[config.mk]
export PLATFORM = sky130hd
export DESIGN_NAME = config_and_sysref_ctrl_regs
export DESIGN_NICKNAME = d
export VERILOG_FILES = /design/src/pkg/regbank_pkg.sv /design/src/logic/config_and_sysref_ctrl_regs.sv
export SDC_FILE = /design/constraint.sdc
export NUM_CORES = 1
export LEC_CHECK = 0
export ABC_CLOCK_PERIOD_IN_PS = 7600
export BUFFER_PORTS_ARGS = -buffer_cell sky130_fd_sc_hd__buf_4
export CAP_MARGIN = 40
export CORE_ASPECT_RATIO = 0.9
export CORE_UTILIZATION = 35
export CTS_BUF_LIST = sky130_fd_sc_hd__clkbuf_8
export CTS_CLUSTER_DIAMETER = 120
export DETAILED_ROUTE_END_ITERATION = 12
export PLACE_DENSITY = 0.6
export SLEW_MARGIN = 10
export SYNTH_ARGS = -nofsm -noshare
export SYNTH_HDL_FRONTEND = slang
export SYNTH_SLANG_ARGS = --single-unit
[constraint.sdc]
create_clock -name clock -period 7.6 [get_ports clock]
set_input_delay 0.76 -clock clock [delete_from_list [all_inputs] [get_ports clock]]
set_output_delay 0.76 -clock clock [all_outputs]
set_load 0.03 [all_outputs]
[src/pkg/regbank_pkg.sv]
// Purpose: constants and types for the converter configuration register bank
// Assumes: byte-wide serial register map, 15-bit addresses
// Notes:   shared by the design and the bench
`default_nettype none
package regbank_pkg;
	// ****************************************
	// register addresses
	// ****************************************
	localparam logic [14:0] ADDR_CFG_A     = 15'h0000;
	localparam logic [14:0] ADDR_OP_MODE   = 15'h0002;
	localparam logic [14:0] ADDR_VENDOR_LO = 15'h000C;
	localparam logic [14:0] ADDR_VENDOR_HI = 15'h000D;
	localparam logic [14:0] ADDR_USER_SER  = 15'h0010;
	localparam logic [14:0] ADDR_REF_CTRL  = 15'h0029;
	localparam logic [14:0] ADDR_REF_INCFG = 15'h002A;
	localparam logic [14:0] ADDR_POS_B0    = 15'h002C;
	localparam logic [14:0] ADDR_POS_B1    = 15'h002D;
	localparam logic [14:0] ADDR_POS_B2    = 15'h002E;
	localparam logic [14:0] ADDR_STEP      = 15'h0001;
	// ****************************************
	// reset values
	// ****************************************
	localparam logic [7:0] RST_CFG_A     = 8'h30;
	localparam logic [7:0] RST_OP_MODE   = 8'h00;
	localparam logic [7:0] RST_USER_SER  = 8'h00;
	localparam logic [7:0] RST_REF_CTRL  = 8'h80;
	localparam logic [7:0] RST_REF_INCFG = 8'h00;
	localparam logic [7:0] BYTE_ZERO     = 8'h00;
	localparam logic [15:0] VENDOR_CODE_DEFAULT = 16'hA5C3; // arbitrary value
	// ****************************************
	// field positions and codes
	// ****************************************
	localparam int CFGA_SOFT_RESET = 7;
	localparam int CFGA_ASCEND     = 5;
	localparam int CFGA_SDO_ACTIVE = 4;
	localparam int USER_ADDR_HOLD  = 0;
	localparam int CTRL_PROC_EN    = 6;
	localparam int CTRL_RECV_EN    = 5;
	localparam int CTRL_ZOOM       = 4;
	localparam int CTRL_SEL_MSB    = 3;
	localparam int INCFG_DEVCLK_TERM = 2;
	localparam int INCFG_REF_TERM  = 1;
	localparam int INCFG_INVERT    = 0;
	localparam int MODE_MSB        = 1;
	localparam logic [1:0] MODE_NORMAL     = 2'h0;
	localparam logic [1:0] MODE_POWER_DOWN = 2'h3;
	// ****************************************
	// serial frame and pin sampling
	// ****************************************
	localparam logic [4:0] CMD_LAST  = 5'h0F;  // 16 command bits
	localparam logic [4:0] BYTE_LAST = 5'h07;  // 8 data bits
	localparam logic [4:0] CNT_ZERO  = 5'h00;
	localparam logic [4:0] CNT_ONE   = 5'h01;
	localparam int PIN_W     = 28;
	localparam int PIN_SCLK  = 0;
	localparam int PIN_CS_N  = 1;
	localparam int PIN_SDI   = 2;
	localparam int PIN_REF   = 3;
	localparam int PIN_POS   = 4;
	localparam logic [PIN_W-1:0] PIN_RST = 28'h0000002;
	localparam int DLY_DEPTH = 32;
	typedef enum logic {PH_CMD = 1'b0, PH_DATA = 1'b1} phase_t;
endpackage
`default_nettype wire

[src/logic/config_and_sysref_ctrl_regs.sv]
// Purpose: serial-reached configuration bank with reference-input controls
// Assumes: host frames of 16 command bits then data bytes, MSB first
// Notes:   all pins pass a three-stage sampler on the system clock
//
// Overview of operation
// mode field bits 1:0; 0 normal, 3 full power-down, 1 and 2 reserved.
// host writes reset values back into reserved bits on every write.
// 16-bit read-only vendor code always returns a fixed value.
// address-hold bit 0 freezes streaming address; else direction bit rules.
// processor-enable bit 6 enables reference event processing; off after reset.
// host sets receiver enable before setting processor enable.
// receiver-enable bit 5 enables the reference receiver; off after reset.
// zoom bit 4 selects smaller delay steps for status and delays.
// host should set zoom at high clock rates with multiple windows.
// four-bit delay select bits 3:0 sets delay on the reference input.
// host picks delay select from the read-back edge position.
// invert bit 0 inverts the reference before alignment use.
// 24-bit read-only edge position status reported to the host.
// direction bit 5 set increments streaming address, clear decrements; reset set.
// reset loads listed values; writable fields read back last written. The code always reads cfg_a bit 7 back as 0 and bit 4 back as 1.
`timescale 1ns/1ps
`default_nettype none
module config_and_sysref_ctrl_regs
	import regbank_pkg::*;
#(
	parameter logic [15:0] VENDOR_CODE = VENDOR_CODE_DEFAULT // arbitrary value
)(
	// clock and reset
	input  wire logic        clock,
	input  wire logic        rst,
	// serial register port
	input  wire logic        sclk,
	input  wire logic        scs_n,
	input  wire logic        sdi,
	output logic             sdo,
	output logic             sdo_oe,
	// reference input and position status
	input  wire logic        sysref_in,
	input  wire logic [23:0] ref_edge_position,
	// configuration outputs
	output logic             power_down,
	output logic             ref_receiver_enable,
	output logic             ref_processor_enable,
	output logic             ref_window_zoom,
	output logic [3:0]       ref_delay_select,
	output logic             ref_ecl_termination,
	output logic             devclk_ecl_termination,
	// aligned reference
	output logic             ref_aligned,
	output logic             ref_event
);
	// ****************************************
	// pin sampling
	// ****************************************
	logic [PIN_W-1:0] pin_raw;
	logic [PIN_W-1:0] pin_s1;
	logic [PIN_W-1:0] pin_s2;
	logic [PIN_W-1:0] pin_s3;
	logic [PIN_W-1:0] pin_q;
	logic [PIN_W-1:0] next_pin_q;

	// one sampler bank for all pins; the status word is not captured as a whole,
	// so a read may tear its bytes if the status moves during the frame
	assign pin_raw = {ref_edge_position, sysref_in, sdi, scs_n, sclk};

	// three stages; a change counts once stages two and three agree
	// reset levels match the idle pins, so no false edge follows reset
	always_ff @(posedge clock or posedge rst) begin
		if (rst) begin
			pin_s1 <= PIN_RST;
			pin_s2 <= PIN_RST;
			pin_s3 <= PIN_RST;
			pin_q  <= PIN_RST;
		end else begin
			pin_s1 <= pin_raw;
			pin_s2 <= pin_s1;
			pin_s3 <= pin_s2;
			pin_q  <= next_pin_q;
		end
	end

	// per-bit filter: keep the old level until stages two and three agree
	genvar gi;
	generate
		for (gi = 0; gi < PIN_W; gi++) begin : g_agree
			assign next_pin_q[gi] = (pin_s2[gi] == pin_s3[gi]) ? pin_s3[gi] : pin_q[gi];
		end
	endgenerate

	logic sclk_rise;
	logic sclk_fall;
	logic cs_active;
	logic sdi_bit;

	// edge strobes look one cycle ahead; sdi has been steady for clocks by then
	assign sclk_rise = next_pin_q[PIN_SCLK] & ~pin_q[PIN_SCLK];
	assign sclk_fall = ~next_pin_q[PIN_SCLK] & pin_q[PIN_SCLK];
	assign cs_active = ~pin_q[PIN_CS_N];
	assign sdi_bit   = pin_q[PIN_SDI];

	// ****************************************
	// registers
	// ****************************************
	// byte registers; reserved bits are kept as written
	logic [7:0] cfg_a;
	logic [7:0] op_mode;
	logic [7:0] user_serial_config;
	logic [7:0] timing_ref_control;
	logic [7:0] timing_ref_input_config;

	// ****************************************
	// serial frame engine
	// ****************************************
	// frame state, shift registers and the streaming address
	phase_t      phase;
	logic [4:0]  bit_cnt;
	logic [14:0] cmd_sr;
	logic        is_read;
	logic [14:0] addr;
	logic [7:0]  rx_sr;
	logic [7:0]  tx_sr;
	logic [14:0] step_addr;
	logic [14:0] lookup_addr;
	logic [7:0]  rd_data;
	logic        cmd_done;
	logic        byte_done;
	logic [7:0]  wr_byte;
	logic        wr_en;

	// streaming address: hold, else ascend or descend
	always_comb begin
		if (user_serial_config[USER_ADDR_HOLD])
			step_addr = addr;
		else if (cfg_a[CFGA_ASCEND])
			step_addr = addr + ADDR_STEP;
		else
			step_addr = addr - ADDR_STEP;
	end

	// strobes for the last command bit and the last bit of each data byte
	assign cmd_done    = cs_active & sclk_rise & (phase == PH_CMD) & (bit_cnt == CMD_LAST);
	assign byte_done   = cs_active & sclk_rise & (phase == PH_DATA) & (bit_cnt == BYTE_LAST);
	assign lookup_addr = (phase == PH_CMD) ? {cmd_sr[13:0], sdi_bit} : step_addr;
	assign wr_byte     = {rx_sr[6:0], sdi_bit};
	assign wr_en       = byte_done & ~is_read;

	// frame state; deasserting select aborts any partial byte
	// a cut byte leaves its register untouched; the next select starts clean
	always_ff @(posedge clock or posedge rst) begin
		if (rst) begin
			phase   <= PH_CMD;
			bit_cnt <= CNT_ZERO;
			cmd_sr  <= 15'h0000;
			is_read <= 1'b0;
			addr    <= ADDR_CFG_A;
			rx_sr   <= BYTE_ZERO;
		end else if (!cs_active) begin
			phase   <= PH_CMD;
			bit_cnt <= CNT_ZERO;
		end else if (sclk_rise) begin
			rx_sr <= wr_byte;
			if (cmd_done) begin
				phase   <= PH_DATA;
				bit_cnt <= CNT_ZERO;
				is_read <= cmd_sr[14];
				addr    <= lookup_addr;
			end else if (byte_done) begin
				bit_cnt <= CNT_ZERO;
				addr    <= step_addr;
			end else begin
				bit_cnt <= bit_cnt + CNT_ONE;
				if (phase == PH_CMD)
					cmd_sr <= {cmd_sr[13:0], sdi_bit};
			end
		end
	end

	// read mux; unmapped addresses read zero
	// looks up the address about to be latched, so the byte is ready at that edge
	always_comb begin
		unique case (lookup_addr)
			ADDR_CFG_A:     rd_data = cfg_a;
			ADDR_OP_MODE:   rd_data = op_mode;
			ADDR_VENDOR_LO: rd_data = VENDOR_CODE[7:0];
			ADDR_VENDOR_HI: rd_data = VENDOR_CODE[15:8];
			ADDR_USER_SER:  rd_data = user_serial_config;
			ADDR_REF_CTRL:  rd_data = timing_ref_control;
			ADDR_REF_INCFG: rd_data = timing_ref_input_config;
			ADDR_POS_B0:    rd_data = pin_q[PIN_POS +: 8];
			ADDR_POS_B1:    rd_data = pin_q[PIN_POS+8 +: 8];
			ADDR_POS_B2:    rd_data = pin_q[PIN_POS+16 +: 8];
			default:        rd_data = BYTE_ZERO;
		endcase
	end

	// shift out on falling edges; byte loaded at the rising edge before
	// sdo moves only after a fall, so it is steady across the host's next rise
	always_ff @(posedge clock or posedge rst) begin
		if (rst) begin
			tx_sr  <= BYTE_ZERO;
			sdo    <= 1'b0;
			sdo_oe <= 1'b0;
		end else begin
			sdo_oe <= cs_active & is_read & (phase == PH_DATA);
			if (cmd_done || byte_done)
				tx_sr <= rd_data;
			else if (cs_active && sclk_fall && phase == PH_DATA) begin
				sdo   <= tx_sr[7];
				tx_sr <= {tx_sr[6:0], 1'b0};
			end
		end
	end

	// ****************************************
	// register writes
	// ****************************************
	// reserved bits are stored as written so they read back unchanged
	// writes to read-only or unmapped addresses fall through to the default
	always_ff @(posedge clock or posedge rst) begin
		if (rst) begin
			cfg_a                   <= RST_CFG_A;
			op_mode                 <= RST_OP_MODE;
			user_serial_config      <= RST_USER_SER;
			timing_ref_control      <= RST_REF_CTRL;
			timing_ref_input_config <= RST_REF_INCFG;
		end else if (wr_en) begin
			unique case (addr)
				ADDR_CFG_A: begin
					// reset request bit not supported here; sdo-active reads one
					cfg_a <= wr_byte;
					cfg_a[CFGA_SOFT_RESET] <= 1'b0;
					cfg_a[CFGA_SDO_ACTIVE] <= 1'b1;
				end
				ADDR_OP_MODE:   op_mode <= wr_byte;
				ADDR_USER_SER:  user_serial_config <= wr_byte;
				ADDR_REF_CTRL:  timing_ref_control <= wr_byte;
				ADDR_REF_INCFG: timing_ref_input_config <= wr_byte;
				default: ;
			endcase
		end
	end

	// ****************************************
	// mode and configuration outputs
	// ****************************************
	// reserved mode codes leave the device running
	// each output lags its register by one cycle so it leaves a flop
	always_ff @(posedge clock or posedge rst) begin
		if (rst) begin
			power_down             <= 1'b0;
			ref_receiver_enable    <= 1'b0;
			ref_processor_enable   <= 1'b0;
			ref_window_zoom        <= 1'b0;
			ref_delay_select       <= 4'h0;
			ref_ecl_termination    <= 1'b0;
			devclk_ecl_termination <= 1'b0;
		end else begin
			power_down             <= (op_mode[MODE_MSB:0] == MODE_POWER_DOWN);
			ref_receiver_enable    <= timing_ref_control[CTRL_RECV_EN];
			ref_processor_enable   <= timing_ref_control[CTRL_PROC_EN];
			ref_window_zoom        <= timing_ref_control[CTRL_ZOOM];
			ref_delay_select       <= timing_ref_control[CTRL_SEL_MSB:0];
			ref_ecl_termination    <= timing_ref_input_config[INCFG_REF_TERM];
			devclk_ecl_termination <= timing_ref_input_config[INCFG_DEVCLK_TERM];
		end
	end

	// ****************************************
	// reference path
	// ****************************************
	// longest tap is twice the top select, inside the line depth
	logic [DLY_DEPTH-1:0] dly_line;
	logic                 ref_in_sig;
	logic [4:0]           tap;
	logic                 tapped;

	// receiver off or device powered down holds the path low
	assign ref_in_sig = (pin_q[PIN_REF] ^ timing_ref_input_config[INCFG_INVERT])
		& timing_ref_control[CTRL_RECV_EN] & (op_mode[MODE_MSB:0] != MODE_POWER_DOWN);
	// zoom gives one-cycle steps, otherwise two-cycle steps
	assign tap = timing_ref_control[CTRL_ZOOM] ? {1'b0, timing_ref_control[CTRL_SEL_MSB:0]}
		: {timing_ref_control[CTRL_SEL_MSB:0], 1'b0};
	assign tapped = dly_line[tap];

	// one stage per clock; the tap above picks the output
	always_ff @(posedge clock or posedge rst) begin
		if (rst)
			dly_line <= '0;
		else
			dly_line <= {dly_line[DLY_DEPTH-2:0], ref_in_sig};
	end

	// events only counted while the processor is on
	always_ff @(posedge clock or posedge rst) begin
		if (rst) begin
			ref_aligned <= 1'b0;
			ref_event   <= 1'b0;
		end else begin
			ref_aligned <= tapped;
			ref_event   <= timing_ref_control[CTRL_PROC_EN] & tapped & ~ref_aligned;
		end
	end
endmodule
`default_nettype wire

==> results_dict.tcl <==
set metrics [dict create \
    min_period_ps 4090 \
    h-tree-depth 2 \
    area.growth.synth_to_final_pct 17.5 \
    critPathRequiredTime_ps 8070 \
    cts_setup_buffers 0 \
    cp-startpoint "cfg_a[5]" \
    final_cell_mix "dfrtp_1 (242), nand2_1 (84), clkbuf_8 (57), buf_4 (57), mux2_2 (55)" \
    grt_pass1_wl_um 37000 \
    post-synth-top-area-fraction 0.589 \
    rsz0062_at_grt "no" \
    netlist_top_cells_area "dfrtp_1 (59%), mux2_2 (6.0%), nand2_1 (3.1%), maj3_1 (2.7%), mux4_2 (2.0%)" \
    nFillCells 2719 \
    synth_nets 854 \
    worst_slew_pin_slew_ps 873 \
    path_clk_slew_ps 60 \
    fp.dieArea_um2 30100 \
    synth-seq-area-share 0.604 \
    place_congestion 0.900 \
    post-synth-top-area-cell "dfrtp_1" \
    viasPerCell 5.11 \
    fin_total_pwr_mw 3.09 \
    drt_pre_antenna_iters 6 \
    cp-end-kind "register" \
    crit_arrival_ps 4560 \
    setup_viol 0 \
    worstHoldPathType "primary input to register" \
    wl_per_cell_um 17.3 \
    io_pins 44 \
    dp_slack_ps 3550 \
    ys.warnings.count 0 \
    status "finished, final reports clean" \
    dieWidth_um 183 \
    synth_edf_count 0 \
    seqCellArea_um2 6210 \
    drt_iter0_drc 583 \
    synthDistinctLibCells 84 \
    grt_pass1_vias 6537 \
    clock_latency_ps 570 \
    routed_wl_um 22700 \
    netlist_area_um2 10300 \
    drive_above_1_share 0.249 \
    final.setup.tns_ps 0 \
    n_antenna_cell 0 \
    ys_ff_latch 248 \
    fmax_mhz 245 \
    core_area_um2 28900 \
    avgSynthCellArea_um2 12.7 \
    drv_cap 0 \
    antenna_found_initial 0 \
    drc 0 \
    final_common_cell "dfrtp_1" \
    ctsHoldBuffers 0 \
    fin_ws_ps 3510 \
    postSynthCellCount 808 \
    post-route-period-util 0.538 \
    multi_input_area_um2 3830 \
    cts_buffer_depth 3 \
    reg2reg_from "cfg_a[5]" \
    crit_end "tx_sr[4]" \
    grt-ovfl-total 0 \
    cts_made_buffers 43 \
    crit_fanout 14 \
    num_rows 59 \
    dieHeight_um 165 \
    r2r_cells 11 \
    cts_tree "done" \
    grt_max_degree 95 \
    drtAntennaViolNets 0 \
    io_buffers 43 \
    cts_root_buffer "clkbuf_8" \
    cts_resized 0 \
    relSlewSlack 0.418 \
    place_area_um2 11100 \
    finalHoldViolations 0 \
    track_usage 0.156 \
    peakVddDrop_mv 0.143 \
    leakagePower_nw 5.51 \
    ys.flop_type "dfrtp_1" \
    cts_sinks 248 \
    whs_path_depth 1 \
    reg2reg_to "tx_sr[4]" \
    initial_core_util 0.356 \
    finalMaxSlewViolations 0 \
    async_flop_share 1.00 \
    vias 6699 \
    reg2reg_slack_ps 3510 \
    finClkSkew_ps 35.4 \
    stdcell_area_um2 12100 \
    dp_hpwl_um 15500 \
    worstSetupPathType "register to register" \
    power.density_nw_per_um2 256 \
    fin_nets 929 \
    start_kind "register" \
]
==> synthesized netlist by cell type (all sizes together), types with 6 or more instances <==
library cell  count
a211oi           13
a21oi            27
a22oi             7
and2              6
buf               9
clkbuf           22
dfrtp           242
dfstp             6
ha               15
inv              14
maj3             28
mux2             55
mux2i            13
mux4              9
nand2            85
nand3            24
nand4             7
nor2             45
nor3             15
nor4              6
o211ai            8
o21ai            38
o22ai            11
xnor2            10
==> cells by family (layout without fill, tap and decap cells) <==
kind of cell / Yosys count / count (layout) / share of synthesized area
adders and majority gates: 44 / 44 / 0.0475
muxes: 77 / 77 / 0.0942
and+or+nand+nor: 222 / 222 / 0.108
buffers and inverters: 45 / 152 / 0.0232
AOI/OAI and AO/OA: 158 / 158 / 0.111
xor gates and xnor gates: 14 / 14 / 0.0119
DFF: 248 / 248 / 0.604
==> worst min-delay path by stage <==
| stage | startpoint | end | slack, ps |
|---|---|---|---|
| after floorplan | pin_s1[0] | pin_s2[0] | 330 |
| after global placement | pin_s1[23] | pin_s2[23] | 330 |
| after detailed placement | pin_s1[0] | pin_s2[0] | 330 |
| after CTS | ref_edge_position[18] | pin_s1[22] | 270 |
| after global routing | ref_edge_position[8] | pin_s1[12] | 270 |
| final | ref_edge_position[18] | pin_s1[22] | 300 |
==> through the flow <==
stage / std cells / hold slack (ps) / util
global placement: 1227 / 335 / 0.381
floorplan: 808 / 331 / -
finish: 1311 / 297 / 0.419
CTS: 1311 / 269 / 0.419
global route: 1311 / 266 / 0.419
detailed placement: 1234 / 335 / 0.385
==> power breakdown <==
| part | switching, mW | total (mW) | internal, mW |
|---|---|---|---|
| combinational | 0.217 | 0.328 | 0.111 |
| clock | 0.550 | 1.33 | 0.780 |
| sequential | 0.0512 | 1.43 | 1.38 |
| total | 0.818 | 3.09 | 2.27 |
==> area by class of cell <==
class                   count  share of cell area
flip-flops and latches    248               0.514
inverters                  14             0.00497
clock inverters            20              0.0155
well taps                 396              0.0410
multi-input cells         515               0.317
clock buffers              57              0.0649
repair buffers             61              0.0418
==> per-layer routing <==
layer  track usage  routed length, um  vias to the layer above
met1         0.236              11200                     3340
met5             0                  0                        -
met3        0.0307               1300                       48
li1              -                  -                     3107
met4        0.0516                544                        0
met2         0.223               9650                      204
==> registers in the layout, indices dropped and copies added (netlist names), 8 cells and up <==
name,count
addr,15
cmd_sr,15
dly_line,32
op_mode,8
pin_q,28
pin_s1,28
pin_s2,28
pin_s3,28
timing_ref_control,8
timing_ref_input_config,8
tx_sr,8
user_serial_config,8
==> critical path: stages (launching register included) <==
cell and delay [ps]:
dfstp_2 560, inv_1 250, fa_1 560, a21o_1 240, a221oi_2 280, xnor2_1 200
a2111o_1 540, nor4b_4 620, a22oi_1 240, nor2_1 160, o31ai_1 100, a211oi_2 240
(Power assumes the default switching activity.)
